<file path="src/verilog/pcrc_map.svh">
/*
 Register offsets, field positions, reset values and sizes of the
 programmable CRC generator.
 Assumes byte addressing on a 32-bit APB with one register per aligned word.
*/
`ifndef PCRC_MAP_SVH
`define PCRC_MAP_SVH

// ==========================================================
// Register byte offsets
`define PCRC_OFS_CONTROL_ONE 8'h00
`define PCRC_OFS_CONTROL_TWO 8'h04
`define PCRC_OFS_POLY_HIGH 8'h08
`define PCRC_OFS_POLY_LOW 8'h0c
`define PCRC_OFS_DATA_INPUT 8'h10
`define PCRC_OFS_RESULT 8'h14

// ==========================================================
// Field positions of crc_control_one
`define PCRC_BIT_MODULE_ON 15
`define PCRC_BIT_STOP_IN_IDLE 13
`define PCRC_FLD_COUNT_HI 12
`define PCRC_FLD_COUNT_LO 8
`define PCRC_BIT_FULL 7
`define PCRC_BIT_EMPTY 6
`define PCRC_BIT_IRQ_SEL 5
`define PCRC_BIT_RUN 4
`define PCRC_BIT_LSB_FIRST 3

// ==========================================================
// Field positions of crc_control_two
`define PCRC_FLD_DWIDTH_HI 12
`define PCRC_FLD_DWIDTH_LO 8
`define PCRC_FLD_PLEN_HI 4
`define PCRC_FLD_PLEN_LO 0

// ==========================================================
// Reset values and sizes
`define PCRC_RST_FIELD5 5'h00
`define PCRC_RST_POLY16 16'h0000
`define PCRC_RST_WORD 32'h0000_0000
`define PCRC_FIFO_DEPTH 16
`define PCRC_FIFO_DEPTH_LONG 8
`define PCRC_PLEN_SHORT_MAX 5'h07

`endif

</file>
<file path="src/verilog/pcrc_pkg.sv">
/*
 Types shared by the CRC generator modules.
 Assumes pcrc_map.svh is on the include path.
*/
`default_nettype none

package pcrc_pkg;
    typedef logic [31:0] pcrc_word_t;
    typedef logic [4:0] pcrc_field5_t;
    typedef enum logic [0:0] {PCRC_IDLE, PCRC_SHIFT} pcrc_state_t;
endpackage

`default_nettype wire

</file>
<file path="src/verilog/pcrc_fifo_if.sv">
/*
 Carrier between the CRC shift engine and its data FIFO.
 Assumes both ends run on the same clock.
*/
`timescale 1ns/1ps
`default_nettype none

interface pcrc_fifo_if;
    import pcrc_pkg::*;
    logic push;
    pcrc_word_t push_data;
    logic pop;
    pcrc_word_t pop_data;
    logic flush;
    logic cap_short;
    pcrc_field5_t count;
    logic full;
    logic empty;

    modport engine (output push, push_data, pop, flush, cap_short, input pop_data, count, full, empty);
    modport store (input push, push_data, pop, flush, cap_short, output pop_data, count, full, empty);
endinterface

`default_nettype wire

</file>
<file path="src/verilog/pcrc_fifo.sv">
/*
 Data FIFO of the CRC generator: word store with count, full and empty.
 Pops when empty and pushes when full are both dropped here.
*/
`timescale 1ns/1ps
`default_nettype none
`include "pcrc_map.svh"

module pcrc_fifo
    import pcrc_pkg::*;
#(
    parameter int DEPTH = `PCRC_FIFO_DEPTH,
    parameter int DEPTH_LONG = `PCRC_FIFO_DEPTH_LONG
) (
    // Clock and reset
    input wire logic pclk,
    input wire logic presetn,
    input wire logic clk_en,
    // Engine side
    pcrc_fifo_if.store fifo
);
    localparam int AW = $clog2(DEPTH);
    localparam pcrc_field5_t CAP_FULL = 5'(DEPTH);
    localparam pcrc_field5_t CAP_LONG = 5'(DEPTH_LONG);

    pcrc_word_t mem [DEPTH];
    logic [AW-1:0] wr_ptr_reg;
    logic [AW-1:0] rd_ptr_reg;
    pcrc_field5_t count_reg;
    pcrc_field5_t cap;
    logic do_push;
    logic do_pop;

    assign cap = fifo.cap_short ? CAP_FULL : CAP_LONG;
    assign fifo.full = (count_reg >= cap);
    assign fifo.empty = (count_reg == 5'h00);
    assign fifo.count = count_reg;
    assign fifo.pop_data = mem[rd_ptr_reg];
    assign do_push = fifo.push && !fifo.full;
    assign do_pop = fifo.pop && !fifo.empty;

    // ==========================================================
    // Word store
    always_ff @(posedge pclk) begin
        if (clk_en && do_push) begin
            mem[wr_ptr_reg] <= fifo.push_data;
        end
    end

    // ==========================================================
    // Pointers and fill count
    always_ff @(posedge pclk or negedge presetn) begin
        if (!presetn) begin
            wr_ptr_reg <= '0;
            rd_ptr_reg <= '0;
            count_reg <= `PCRC_RST_FIELD5;
        end else if (clk_en) begin
            if (fifo.flush) begin
                wr_ptr_reg <= '0;
                rd_ptr_reg <= '0;
                count_reg <= `PCRC_RST_FIELD5;
            end else begin
                if (do_push) begin
                    wr_ptr_reg <= wr_ptr_reg + 1'b1;
                end
                if (do_pop) begin
                    rd_ptr_reg <= rd_ptr_reg + 1'b1;
                end
                if (do_push && !do_pop) begin
                    count_reg <= count_reg + 5'h01;
                end else if (do_pop && !do_push) begin
                    count_reg <= count_reg - 5'h01;
                end
            end
        end
    end
endmodule // pcrc_fifo

`default_nettype wire

</file>
<file path="src/verilog/pcrc_top.sv">
/*
 Programmable CRC generator: APB register file, data FIFO and a serial
 shift engine folding one data bit per clock into a CRC of up to 32nd order.
 Assumes an APB master on pclk, a system idle indication synchronous to pclk,
 and a clock enable that freezes the whole block while low.
*/
`timescale 1ns/1ps
`default_nettype none
`include "pcrc_map.svh"

// Notes on behaviour
// - Polynomial length is the 5-bit length field plus one, up to 32.
// - Each set polynomial term bit up to the length field adds an XOR at that engine position; higher bits are ignored.
// - Zero-order term always applies; lowest low-term bit reads zero.
// - The Nth-order term is always implied; no storage bit for it.
// - Clearing module enable resets engine, FIFO pointers, data and result only.
// - Stop-in-idle set halts the engine and FIFO while the system idles; the bus still answers.
// - Read-only word count; capacity 8 when length field exceeds 7, else 16.
// - Read-only full and empty flags; empty resets to one, full to zero.
// - Interrupt select one: FIFO empty while last word shifts; zero: shift done.
// - Start bit runs the shifter consuming FIFO words; clearing stops it.
// - Endian bit one shifts LSB first, zero shifts MSB first.
module pcrc_top
    import pcrc_pkg::*;
#(
    parameter int FIFO_DEPTH = `PCRC_FIFO_DEPTH,
    parameter int FIFO_DEPTH_LONG = `PCRC_FIFO_DEPTH_LONG
) (
    // Clock, reset and enable
    input wire logic pclk,
    input wire logic presetn,
    input wire logic clk_en,
    // System power state
    input wire logic idle_mode,
    // APB slave
    input wire logic psel,
    input wire logic penable,
    input wire logic pwrite,
    input wire logic [7:0] paddr,
    input wire logic [31:0] pwdata,
    output logic [31:0] prdata,
    output logic pready,
    output logic pslverr,
    // Event output
    output logic crc_irq
);
    // ==========================================================
    // Declarations
    pcrc_fifo_if fifo ();

    logic module_on_reg;
    logic stop_in_idle_reg;
    logic irq_event_select_reg;
    logic shifter_run_reg;
    logic lsb_first_select_reg;
    pcrc_field5_t data_width_sel_reg;
    pcrc_field5_t poly_length_sel_reg;
    logic [15:0] poly_terms_high_reg;
    logic [15:1] poly_terms_low_reg;
    pcrc_word_t result_reg;
    pcrc_word_t result_next;
    pcrc_word_t shift_word_reg;
    pcrc_field5_t bit_idx_reg;
    pcrc_field5_t bits_left_reg;
    pcrc_state_t state_reg;
    logic [31:0] prdata_reg;
    logic pready_reg;
    logic pslverr_reg;
    logic crc_irq_reg;

    logic active;
    logic setup;
    logic access_done;
    logic wr_done;
    logic hit_control_one;
    logic hit_control_two;
    logic hit_poly_high;
    logic hit_poly_low;
    logic hit_data;
    logic hit_result;
    logic mapped;
    logic [31:0] read_value;
    logic [31:0] poly_terms;
    logic data_bit;
    logic feedback;
    logic start_word;
    logic last_bit;
    logic shift_step;

    // ==========================================================
    // Enables
    // Halting in idle stops the engine and FIFO but not the bus
    assign active = clk_en && module_on_reg && !(stop_in_idle_reg && idle_mode);

    // ==========================================================
    // APB decode
    assign setup = psel && !penable;
    assign access_done = psel && penable && pready_reg;
    assign wr_done = access_done && pwrite && !pslverr_reg;

    always_comb begin
        hit_control_one = 1'b0;
        hit_control_two = 1'b0;
        hit_poly_high = 1'b0;
        hit_poly_low = 1'b0;
        hit_data = 1'b0;
        hit_result = 1'b0;
        if (paddr == `PCRC_OFS_CONTROL_ONE) begin
            hit_control_one = 1'b1;
        end else if (paddr == `PCRC_OFS_CONTROL_TWO) begin
            hit_control_two = 1'b1;
        end else if (paddr == `PCRC_OFS_POLY_HIGH) begin
            hit_poly_high = 1'b1;
        end else if (paddr == `PCRC_OFS_POLY_LOW) begin
            hit_poly_low = 1'b1;
        end else if (paddr == `PCRC_OFS_DATA_INPUT) begin
            hit_data = 1'b1;
        end else if (paddr == `PCRC_OFS_RESULT) begin
            hit_result = 1'b1;
        end
    end

    assign mapped = hit_control_one || hit_control_two || hit_poly_high || hit_poly_low || hit_data || hit_result;

    // ==========================================================
    // Read multiplexer
    always_comb begin
        read_value = 32'h0000_0000;
        if (hit_control_one) begin
            read_value[`PCRC_BIT_MODULE_ON] = module_on_reg;
            read_value[`PCRC_BIT_STOP_IN_IDLE] = stop_in_idle_reg;
            read_value[`PCRC_FLD_COUNT_HI:`PCRC_FLD_COUNT_LO] = fifo.count;
            read_value[`PCRC_BIT_FULL] = fifo.full;
            read_value[`PCRC_BIT_EMPTY] = fifo.empty;
            read_value[`PCRC_BIT_IRQ_SEL] = irq_event_select_reg;
            read_value[`PCRC_BIT_RUN] = shifter_run_reg;
            read_value[`PCRC_BIT_LSB_FIRST] = lsb_first_select_reg;
        end else if (hit_control_two) begin
            read_value[`PCRC_FLD_DWIDTH_HI:`PCRC_FLD_DWIDTH_LO] = data_width_sel_reg;
            read_value[`PCRC_FLD_PLEN_HI:`PCRC_FLD_PLEN_LO] = poly_length_sel_reg;
        end else if (hit_poly_high) begin
            read_value[15:0] = poly_terms_high_reg;
        end else if (hit_poly_low) begin
            read_value[15:1] = poly_terms_low_reg;
        end else if (hit_result) begin
            read_value = result_reg;
        end
    end

    // ==========================================================
    // APB answer: ready one cycle after setup
    always_ff @(posedge pclk or negedge presetn) begin
        if (!presetn) begin
            pready_reg <= 1'b0;
        end else if (clk_en) begin
            pready_reg <= setup;
        end
    end

    always_ff @(posedge pclk or negedge presetn) begin
        if (!presetn) begin
            pslverr_reg <= 1'b0;
        end else if (clk_en) begin
            pslverr_reg <= setup && !mapped;
        end
    end

    // Read data is captured at setup and stands through the access cycle
    always_ff @(posedge pclk or negedge presetn) begin
        if (!presetn) begin
            prdata_reg <= `PCRC_RST_WORD;
        end else if (clk_en && setup) begin
            prdata_reg <= pwrite ? 32'h0000_0000 : read_value;
        end
    end

    // ==========================================================
    // Configuration registers, kept when the module is turned off
    always_ff @(posedge pclk or negedge presetn) begin
        if (!presetn) begin
            module_on_reg <= 1'b0;
        end else if (clk_en && wr_done && hit_control_one) begin
            module_on_reg <= pwdata[`PCRC_BIT_MODULE_ON];
        end
    end

    always_ff @(posedge pclk or negedge presetn) begin
        if (!presetn) begin
            stop_in_idle_reg <= 1'b0;
            irq_event_select_reg <= 1'b0;
            shifter_run_reg <= 1'b0;
            lsb_first_select_reg <= 1'b0;
        end else if (clk_en && wr_done && hit_control_one) begin
            stop_in_idle_reg <= pwdata[`PCRC_BIT_STOP_IN_IDLE];
            irq_event_select_reg <= pwdata[`PCRC_BIT_IRQ_SEL];
            shifter_run_reg <= pwdata[`PCRC_BIT_RUN];
            lsb_first_select_reg <= pwdata[`PCRC_BIT_LSB_FIRST];
        end
    end

    always_ff @(posedge pclk or negedge presetn) begin
        if (!presetn) begin
            data_width_sel_reg <= `PCRC_RST_FIELD5;
            poly_length_sel_reg <= `PCRC_RST_FIELD5;
        end else if (clk_en && wr_done && hit_control_two) begin
            data_width_sel_reg <= pwdata[`PCRC_FLD_DWIDTH_HI:`PCRC_FLD_DWIDTH_LO];
            poly_length_sel_reg <= pwdata[`PCRC_FLD_PLEN_HI:`PCRC_FLD_PLEN_LO];
        end
    end

    always_ff @(posedge pclk or negedge presetn) begin
        if (!presetn) begin
            poly_terms_high_reg <= `PCRC_RST_POLY16;
        end else if (clk_en && wr_done && hit_poly_high) begin
            poly_terms_high_reg <= pwdata[15:0];
        end
    end

    // The zero-order bit has no storage, so it always reads back clear
    always_ff @(posedge pclk or negedge presetn) begin
        if (!presetn) begin
            poly_terms_low_reg <= 15'h0000;
        end else if (clk_en && wr_done && hit_poly_low) begin
            poly_terms_low_reg <= pwdata[15:1];
        end
    end

    // ==========================================================
    // FIFO hookup
    assign fifo.push = active && wr_done && hit_data;
    assign fifo.push_data = pwdata;
    assign fifo.flush = clk_en && !module_on_reg;
    // Shrinking the capacity keeps stored words; only further pushes are refused
    assign fifo.cap_short = (poly_length_sel_reg <= `PCRC_PLEN_SHORT_MAX);
    assign start_word = active && shifter_run_reg && (state_reg == PCRC_IDLE) && !fifo.empty;
    assign fifo.pop = start_word;

    pcrc_fifo #(
        .DEPTH(FIFO_DEPTH),
        .DEPTH_LONG(FIFO_DEPTH_LONG)
    ) u_fifo (
        .pclk(pclk),
        .presetn(presetn),
        .clk_en(clk_en),
        .fifo(fifo.store)
    );

    // ==========================================================
    // Shift engine datapath
    // Bit 0 is the always-present zero-order term
    assign poly_terms = {poly_terms_high_reg, poly_terms_low_reg, 1'b0};
    assign data_bit = shift_word_reg[bit_idx_reg];
    // Tap at the top of the selected length gives the implied Nth term
    assign feedback = data_bit ^ result_reg[poly_length_sel_reg];
    assign shift_step = active && shifter_run_reg && (state_reg == PCRC_SHIFT);
    assign last_bit = (bits_left_reg == 5'h00);

    generate
        for (genvar i = 0; i < 32; i++) begin : g_crc_bit
            if (i == 0) begin : g_low
                assign result_next[i] = feedback;
            end else begin : g_up
                // Positions above the polynomial length stay clear
                assign result_next[i] = (5'(i) <= poly_length_sel_reg) ?
                    (result_reg[i-1] ^ (feedback & poly_terms[i])) : 1'b0;
            end
        end
    endgenerate

    // ==========================================================
    // Shift engine sequence
    always_ff @(posedge pclk or negedge presetn) begin
        if (!presetn) begin
            state_reg <= PCRC_IDLE;
            shift_word_reg <= `PCRC_RST_WORD;
            bit_idx_reg <= `PCRC_RST_FIELD5;
            bits_left_reg <= `PCRC_RST_FIELD5;
        end else if (clk_en) begin
            if (!module_on_reg) begin
                state_reg <= PCRC_IDLE;
                shift_word_reg <= `PCRC_RST_WORD;
                bit_idx_reg <= `PCRC_RST_FIELD5;
                bits_left_reg <= `PCRC_RST_FIELD5;
            end else if (start_word) begin
                state_reg <= PCRC_SHIFT;
                shift_word_reg <= fifo.pop_data;
                bit_idx_reg <= lsb_first_select_reg ? 5'h00 : data_width_sel_reg;
                bits_left_reg <= data_width_sel_reg;
            end else if (shift_step) begin
                if (last_bit) begin
                    state_reg <= PCRC_IDLE;
                end else begin
                    bits_left_reg <= bits_left_reg - 5'h01;
                    bit_idx_reg <= lsb_first_select_reg ? bit_idx_reg + 5'h01 : bit_idx_reg - 5'h01;
                end
            end
        end
    end

    // ==========================================================
    // Result register; a software write seeds it while no word shifts
    always_ff @(posedge pclk or negedge presetn) begin
        if (!presetn) begin
            result_reg <= `PCRC_RST_WORD;
        end else if (clk_en) begin
            if (!module_on_reg) begin
                result_reg <= `PCRC_RST_WORD;
            end else if (shift_step) begin
                result_reg <= result_next;
            end else if (wr_done && hit_result && state_reg == PCRC_IDLE) begin
                result_reg <= pwdata;
            end
        end
    end

    // ==========================================================
    // Event pulse
    always_ff @(posedge pclk or negedge presetn) begin
        if (!presetn) begin
            crc_irq_reg <= 1'b0;
        end else if (clk_en) begin
            if (irq_event_select_reg) begin
                // Last word leaves the FIFO and starts shifting
                crc_irq_reg <= start_word && (fifo.count == 5'h01) && !fifo.push;
            end else begin
                // Final bit applied with nothing left to shift
                crc_irq_reg <= shift_step && last_bit && fifo.empty;
            end
        end
    end

    // ==========================================================
    // Outputs
    assign prdata = prdata_reg;
    assign pready = pready_reg;
    assign pslverr = pslverr_reg;
    assign crc_irq = crc_irq_reg;
endmodule // pcrc_top

`default_nettype wire
</file>
<file path="config.mk">
export PLATFORM = sky130hd
export DESIGN_NAME = pcrc_top
export DESIGN_NICKNAME = d
export VERILOG_FILES = /design/src/verilog/pcrc_pkg.sv /design/src/verilog/pcrc_fifo_if.sv /design/src/verilog/pcrc_fifo.sv /design/src/verilog/pcrc_top.sv
export VERILOG_INCLUDE_DIRS = /design/src /design/src/verilog
export SDC_FILE = /design/constraint.sdc
export NUM_CORES = 1
export LEC_CHECK = 0
export ABC_AREA = 1
export BUFFER_PORTS_ARGS = -buffer_cell sky130_fd_sc_hd__buf_2
export CAP_MARGIN = 20
export CORE_ASPECT_RATIO = 0.8
export CORE_MARGIN = 1.5
export CORE_UTILIZATION = 60
export CTS_BUF_LIST = sky130_fd_sc_hd__clkbuf_8 sky130_fd_sc_hd__clkbuf_16
export DETAILED_ROUTE_END_ITERATION = 10
export PLACE_DENSITY = 0.77
export SYNTH_ARGS = -nofsm -noshare
export SYNTH_HDL_FRONTEND = slang
export SYNTH_SLANG_ARGS = --single-unit
export TNS_END_PERCENT = 20
</file>
<file path="constraint.sdc">
create_clock -name pclk -period 7.55 [get_ports pclk]
set_input_delay 1.51 -clock pclk [delete_from_list [all_inputs] [get_ports pclk]]
set_output_delay 1.51 -clock pclk [all_outputs]
set_load 0.1 [all_outputs]
</file>
==> key figures, run 1 <==
Run status
  • Status: finished clean

Yosys
  • Mux contribution to synthesized area: 0.0342%
  • Simple-gate area share of the yosys netlist: 13.6%
  • Synth unique cells: 47
  • Synth top area share: 52.5%
  • Most frequent cell after synthesis: edfxtp_1
  • Post-synth EDFFs: between 500 and 600
  • Largest family of logic cells by synthesized area: compound AO/OA/AOI/OAI gates
  • Post-synthesis adder-cell area fraction: 0.667%
  • Sequential share of the synthesized area: between 60% and 70%
  • YS warnings: 0
  • Post-synthesis compound-gate area fraction: 13.9%
  • Mean area per synthesized cell: 10.7 sq um
  • FF+latch count, synth: 681
  • Syn Nets: 2788
  • Most frequent cells after synthesis: edfxtp_1, nand2_1, o21ai_0
  • Mapped Cells: 2726
  • Fraction of registers with async set/reset: 24.8%
  • Top_reg_cell synth: edfxtp_1
  • Post-synthesis xor/xnor area fraction: 0.209%
  • Cells taking the most area after synthesis: edfxtp_1, dfrtp_1, o21ai_0
  • Top cell type by total area after synthesis: edfxtp_1
  • Synthesized area: 0.0293 sq mm

STA
  • Min Tclk post-route: around 4200 ps
  • Count of pins over their slew limit: 0
  • Fin Setup TNS: 0 ps
  • Worst-Margin Slew: ~1100 ps
  • Slew HR: 25.2%
  • Fin Clk Skew: 17.4 ps
  • Final setup violation count: 0
  • Achievable clock frequency: 238 MHz
  • RSZ-0062 raised after global routing: false
  • Setup ws final: 3350 ps
  • Final Hold Viols: 0
  • Final period util: 55.6%

Global route
  • First-pass GRT wire length: 121000 um
  • Vias in the first global route: approximately 20000
  • Gr ovfl total: 0
  • Global Route Usage Sum: 31.7%
  • Largest net degree at the start of global routing: 188
  • Initial antenna violation count: 0

Clock tree
  • Postcts setup bufs: 0
  • TritonCTS clock tree: yes
  • Clk buf depth: 3
  • CTS Hold Buffers Added: 0
  • Root Buffer: clkbuf_16
  • Clock-pin slew on the worst setup and hold paths: 70 ps
  • Htree depth: 2
  • Clk sinks: just under 700
  • CTS buffer count: 61
  • CTS resizes: 0
  • Clock Latency Late Sink: 640 ps

Worst setup path
  • CP required: 8120 ps
  • Reg2Reg Setup Slack: 4080 ps
  • Worst r2r src: u_fifo.rd_ptr_reg[0]
  • Crit-path most repeated cell: nand2_1
  • CP Max Fanout: 20
  • Crit. End Element: flop
  • CP delay by family, top: simple AND/OR/NAND/NOR gates
  • Max stage delay on crit path: ~750 ps
  • R2R cell count: 8
  • CP Class: in -> reg
  • Crit path max-delay cell type: inv_1
  • Arr. time, crit path: about 4800 ps
  • Critical path buffers and inverters: 4
  • CP Cell Sequence: buf_2 > nor2_1 > nand2_1 > nor2_1 > nand2_1 > inv_1 > a311oi_1 > nor2_1 > inv_1 > nor2_2 > buf_4 > nand2_1 > nand2_1
  • CP startpoint: paddr[1]
  • CP startpoint kind: input pin
  • WP depth: 13

Min path
  • Worst hold path startpoint: prdata[2]
  • Worst Hold Path Cells: 2
  • Worst Hold Class: reg -> reg

Finish
  • # diodes: 0
  • Max reg flops: 512
  • Non-filler instance count after layout: 3420
  • Reg with most FFs: u_fifo.mem
  • Layout cells sized above 1: 9.06%
  • Layout area overhead: 10.1%
  • Nets: 2802
  • Fillers: 3539

Power and ir drop
  • Clock share of power: a little over two fifths
  • Psw: 1.52 mW
  • Pwr/cell area: 229 mW/mm^2
  • Sequential share of power: 54.7%
  • Leakage power: 12.1 nW
  • Total power: 7.38 mW
  • Comb power frac: under 10%
  • Internal power: 5.86 mW
  • Net Sw Frac: 20.6%
  • VDD IR max: ~0.2 mV

Floorplanning
  • Starting Density: ~61%
  • Ports: 82
  • Core ar.: 0.0483 sq mm
  • Die area: 0.0501 sq mm
  • Row count: 72
  • Die Ht: roughly 200 um
  • Die Width: 250 um

Route
  • DRT iter0 DRCs: 3050
  • Vias: approximately 22000
  • WL final: roughly 80000 um
  • Wirelength per Cell: 23.3 um
  • DRC viols: 0
  • Drt pass-1 iters: 5
  • Post-DR vias/cell: roughly 6.3
  • Antenna viol nets, final: 0

Placed design
  • IO Port Bufs: 81
  • Routability cong.: 0.989
  • Dpl hpwl: approximately 47000 um
  • Worst slack at placement: 2310 ps
  • Placed Instances: 3302

Run
  • Maxcap violations: 0
-- metal layers --
layer	global-route usage [%]	part of all wire (%)	wire [um]
met1	46.9	41	32600
met2	47.1	44	35200
met3	8.47	13	10200
met4	8.10	2.0	1580
met5	0	0	0
-- through the flow --
step | hold WS [ps] | cell area, sq um | utilization (%)
after detailed placement | 464 | 30100 | 62.3
final | 481 | 32200 | 66.7
after floorplan | 453 | 29300 | -
after global placement | 462 | 30100 | 62.3
after global routing | 495 | 32200 | 66.7
after CTS | 481 | 32100 | 66.6
-- cell type report --
| type | count | area, sq um | area share [%] |
|---|---|---|---|
| inverters | 150 | 574 | 1.78 |
| clock inverters | 52 | 484 | 1.50 |
| flip-flops and latches | 681 | 19600 | 60.9 |
| clock buffers | 62 | 1550 | 4.81 |
| well taps | 629 | 787 | 2.44 |
| multi-input cells | 1730 | 8460 | 26.3 |
| repair buffers | 116 | 756 | 2.35 |
-- kinds of logic (layout without fill, tap and decap cells) --
family | Yosys count | count (layout)
AOI/OAI and AO/OA | 708 | 708
xor gates and xnor gates | 7 | 7
adders and majority gates | 15 | 15
buffers and inverters | 315 | 380
DFF | 681 | 681
muxes | 1 | 1
and+or+nand+nor | 999 | 999
-- worst register-to-register path: cells and delay by family, from the launching register on --
kind                   cells  cell delay, ps
AO/OA/AOI/OAI              6            1190
buffers and inverters      2            1400
flip-flops                 1             780
-- power by group through the flow --
| stage | Sequential [mW] | Clock [mW] | Combinational, mW |
|---|---|---|---|
| after floorplan | 4.13 | 0 | 0.0489 |
| after global placement | 4.12 | 0 | 0.150 |
| after detailed placement | 4.12 | 0 | 0.154 |
| after CTS | 4.04 | 3.19 | 0.155 |
| after global routing | 4.04 | 3.33 | 0.174 |
| final | 4.04 | 3.18 | 0.160 |
-- worst paths after layout --
check,endpoint
max,result_reg[31]
max reg2reg,shift_word_reg[5]
min in group asynchronous,prdata[12]
max in group asynchronous,u_fifo.rd_ptr_reg[0]
min reg2reg,prdata[2]
min,prdata[2]
-- layout by cell type, fill, tap and decap left out, drive strengths merged, types with 4 or more instances in the layout --
| cell | Yosys | layout |
|---|---|---|
| o21ai | 442 | 442 |
| a32o | 16 | 16 |
| buf | 44 | 116 |
| bufinv | 0 | 9 |
| a31oi | 12 | 12 |
| a221oi | 7 | 7 |
| o211ai | 16 | 16 |
| a211oi | 4 | 4 |
| xor2 | 5 | 5 |
| clkinvlp | 0 | 4 |
| nand3 | 119 | 119 |
| clkinv | 3 | 32 |
| edfxtp | 512 | 512 |
| nand2 | 501 | 501 |
| dfrtp | 169 | 169 |
| a21oi | 67 | 67 |
| nor2 | 366 | 366 |
| o22ai | 69 | 69 |
| ha | 14 | 14 |
| clkbuf | 121 | 62 |
| nand4 | 4 | 4 |
| inv | 147 | 157 |
| nor3 | 8 | 8 |
| o31ai | 7 | 7 |
| o221ai | 54 | 54 |
| o311ai | 4 | 4 |
Note: power is estimated with default switching activity, not from simulation.
==> run 2, diff against run 1 <==
CORE_UTILIZATION = 56   (was 60)
PLACE_DENSITY = 0.76   (was 0.77)
clock period = 3.4 ns   (was 7.55 ns; I/O delays follow)
==> key figures, run 2 (same netlist as run 1, synthesis figures left out) <==
Placed design
  • Routability cong.: 1.01 (+2.1%)
  • Placed cell area: 0.0307 sq mm (+1.9%)
  • Dpl hpwl: 50200 um (+7.3%)
  • IO Port Bufs: 81 (unchanged)

Finish
  • Layout cells sized above 1: 10.3% (+1.3 points)
  • Nets: 2830 (+1.0%)
  • Layout area overhead: 11.8%
  • Max reg flops: 512 (unchanged)
  • Area occupied by multi-input gates: 0.00846 sq mm (unchanged)
  • Fillers: 3887 (+9.8%)
  • Design area: 0.0327 sq mm (+1.5%)
  • Highest-count cells in the layout ignoring fill and taps: edfxtp_1, nand2_1, o21ai_0
  • # diodes: 0 (unchanged)
  • Commonest non-fill, non-tap cell in the layout: edfxtp_1
  • Reg with most FFs: u_fifo.mem
  • Register area: 0.0196 sq mm (unchanged)

Power and ir drop
  • Leakage power: 12.4 nW (+1.7%)
  • Pwr/cell area: 500 mW/mm^2 (+120%)
  • VDD IR max: 0.409 mV (+100%)

Clock tree
  • Htree depth: 2 (unchanged)
  • CTS buffer count: 61 (unchanged)
  • Clk sinks: 681 (unchanged)
  • Postcts setup bufs: 0 (unchanged)
  • CTS Hold Buffers Added: 0 (unchanged)
  • Root Buffer: clkbuf_16
  • Clock Latency Late Sink: 650 ps (about the same)
  • Clock-pin slew on the worst setup and hold paths: 70 ps (about the same)
  • Clk buf depth: 3 (unchanged)
  • CTS resizes: 0 (unchanged)
  • TritonCTS clock tree: yes

Route
  • Wirelength per Cell: 23.8 um (+2.2%)
  • Drt pass-1 iters: 8 (+3)
  • Antenna viol nets, final: 0 (unchanged)
  • Vias: 22000 (+2.2%)
  • WL final: 83300 um (+4.7%)
  • DRT iter0 DRCs: 3568 (+17%)
  • DRC viols: 0 (unchanged)
  • Post-DR vias/cell: 6.29 (-0.26%)

Floorplanning
  • Starting Density: 57.1% (-3.6 points)
  • Die Ht: 207 um (+3.5%)
  • Core ar.: 0.0513 sq mm (+6.2%)
  • Ports: 82 (unchanged)
  • Die area: 0.0536 sq mm (+7.0%)
  • Row count: 74 (+2.8%)
  • Die Width: 259 um (+3.5%)

Global route
  • Largest net degree at the start of global routing: 193 (+2.7%)
  • Initial antenna violation count: 1 (+1)
  • Vias in the first global route: 21200 (+3.6%)
  • First-pass GRT wire length: 126000 um (+3.9%)
  • Global Route Usage Sum: 31.0% (-0.78 points)
  • Gr ovfl total: 0 (unchanged)

Worst setup path
  • Worst r2r src: poly_length_sel_reg[1]
  • Arr. time, crit path: 3570 ps (-1200 ps)
  • Reg2Reg Setup Slack: 370 ps (-3710 ps)
  • R2R cell count: 16 (+8)
  • CP Max Fanout: 33 (+65%)
  • Crit. End Element: flop
  • CP Class: reg -> reg
  • CP startpoint kind: flop
  • FF-to-FF End: result_reg[24]
  • CP required: 3930 ps (-4190 ps)

Run status
  • Status: finished clean

STA
  • Min Tclk post-route: 3030 ps
  • Final period util: slightly below 90%
  • Final Hold Viols: 0 (unchanged)
  • Worst-Margin Slew: 1030 ps (-94.5 ps)
  • Count of pins over their slew limit: 0 (unchanged)
  • Fin Clk Skew: 16.8 ps (-0.529 ps)
  • RSZ-0062 raised after global routing: false
  • Final hold slack: 23.3 ps (-458 ps)
  • Achievable clock frequency: approximately 330 MHz
  • Slew HR: 31.5% (+6.3 points)
  • Final setup violation count: 0 (unchanged)

Min path
  • Worst Hold Class: in -> async

Run
  • Maxcap violations: 0 (unchanged)
[run 2: worst max path at each step]
stage / start / to / slack [ps] / cells after the start
after floorplan: pready / u_fifo.mem[11][0] / -140 / 8
after global placement: poly_length_sel_reg[1] / result_reg[24] / 510 / 16
after detailed placement: poly_length_sel_reg[1] / result_reg[28] / 480 / 16
after CTS: poly_length_sel_reg[1] / result_reg[28] / 450 / 16
after global routing: poly_length_sel_reg[1] / result_reg[22] / 140 / 16
final: poly_length_sel_reg[1] / result_reg[24] / 370 / 16
[run 2: report_power, final]
part	total, mW	switching, mW	leakage (nW)	internal [mW]
clock	7.01	3.13	1.02	3.89
sequential	8.98	0.0157	6.95	8.96
combinational	0.367	0.300	4.38	0.0676
[run 2: cell type report]
class | instances | area share, %
clock buffer | 64 | 4.79
clock inverter | 51 | 1.43
inverter | 150 | 1.76
multi-input combinational | 1730 | 25.9
sequential | 681 | 59.9
tap | 684 | 2.62
timing repair buffer | 144 | 3.62
[run 2: critical path: stages, from the launching register on]
cell and delay (ps):
dfrtp_1 590, inv_2 220, nor2_1 410, nand2_1 90
nand3_1 170, nand2_1 70, nand2_1 70, nor2_1 70
nor2_2 180, nand2_2 100, nand2_4 310, buf_4 240
nand3_1 70, nand3_1 140, nand2_1 70, nand2_1 50
nand2_1 40
[run 2: layer usage]
layer | vias up | share of wire, % | global-route usage (%)
met1 | 10800 | 41 | 46.5
met5 | - | 0 | 0
met4 | 0 | 2.4 | 8.23
li1 | 9725 | - | -
met3 | 159 | 13 | 7.96
met2 | 1357 | 44 | 45.0
[run 2: per-stage QoR]
step                      cells  util (%)  total power [mW]  setup slack [ps]  TNS [ps]
final                      3504      63.8              16.4               368         0
after global placement     3389      59.8              9.50               514         0
after global routing       3504      63.8              16.7               143         0
after detailed placement   3389      59.8              9.51               479         0
after floorplan            2726         -              9.27              -143    -66190
after CTS                  3504      63.8              16.4               451         0
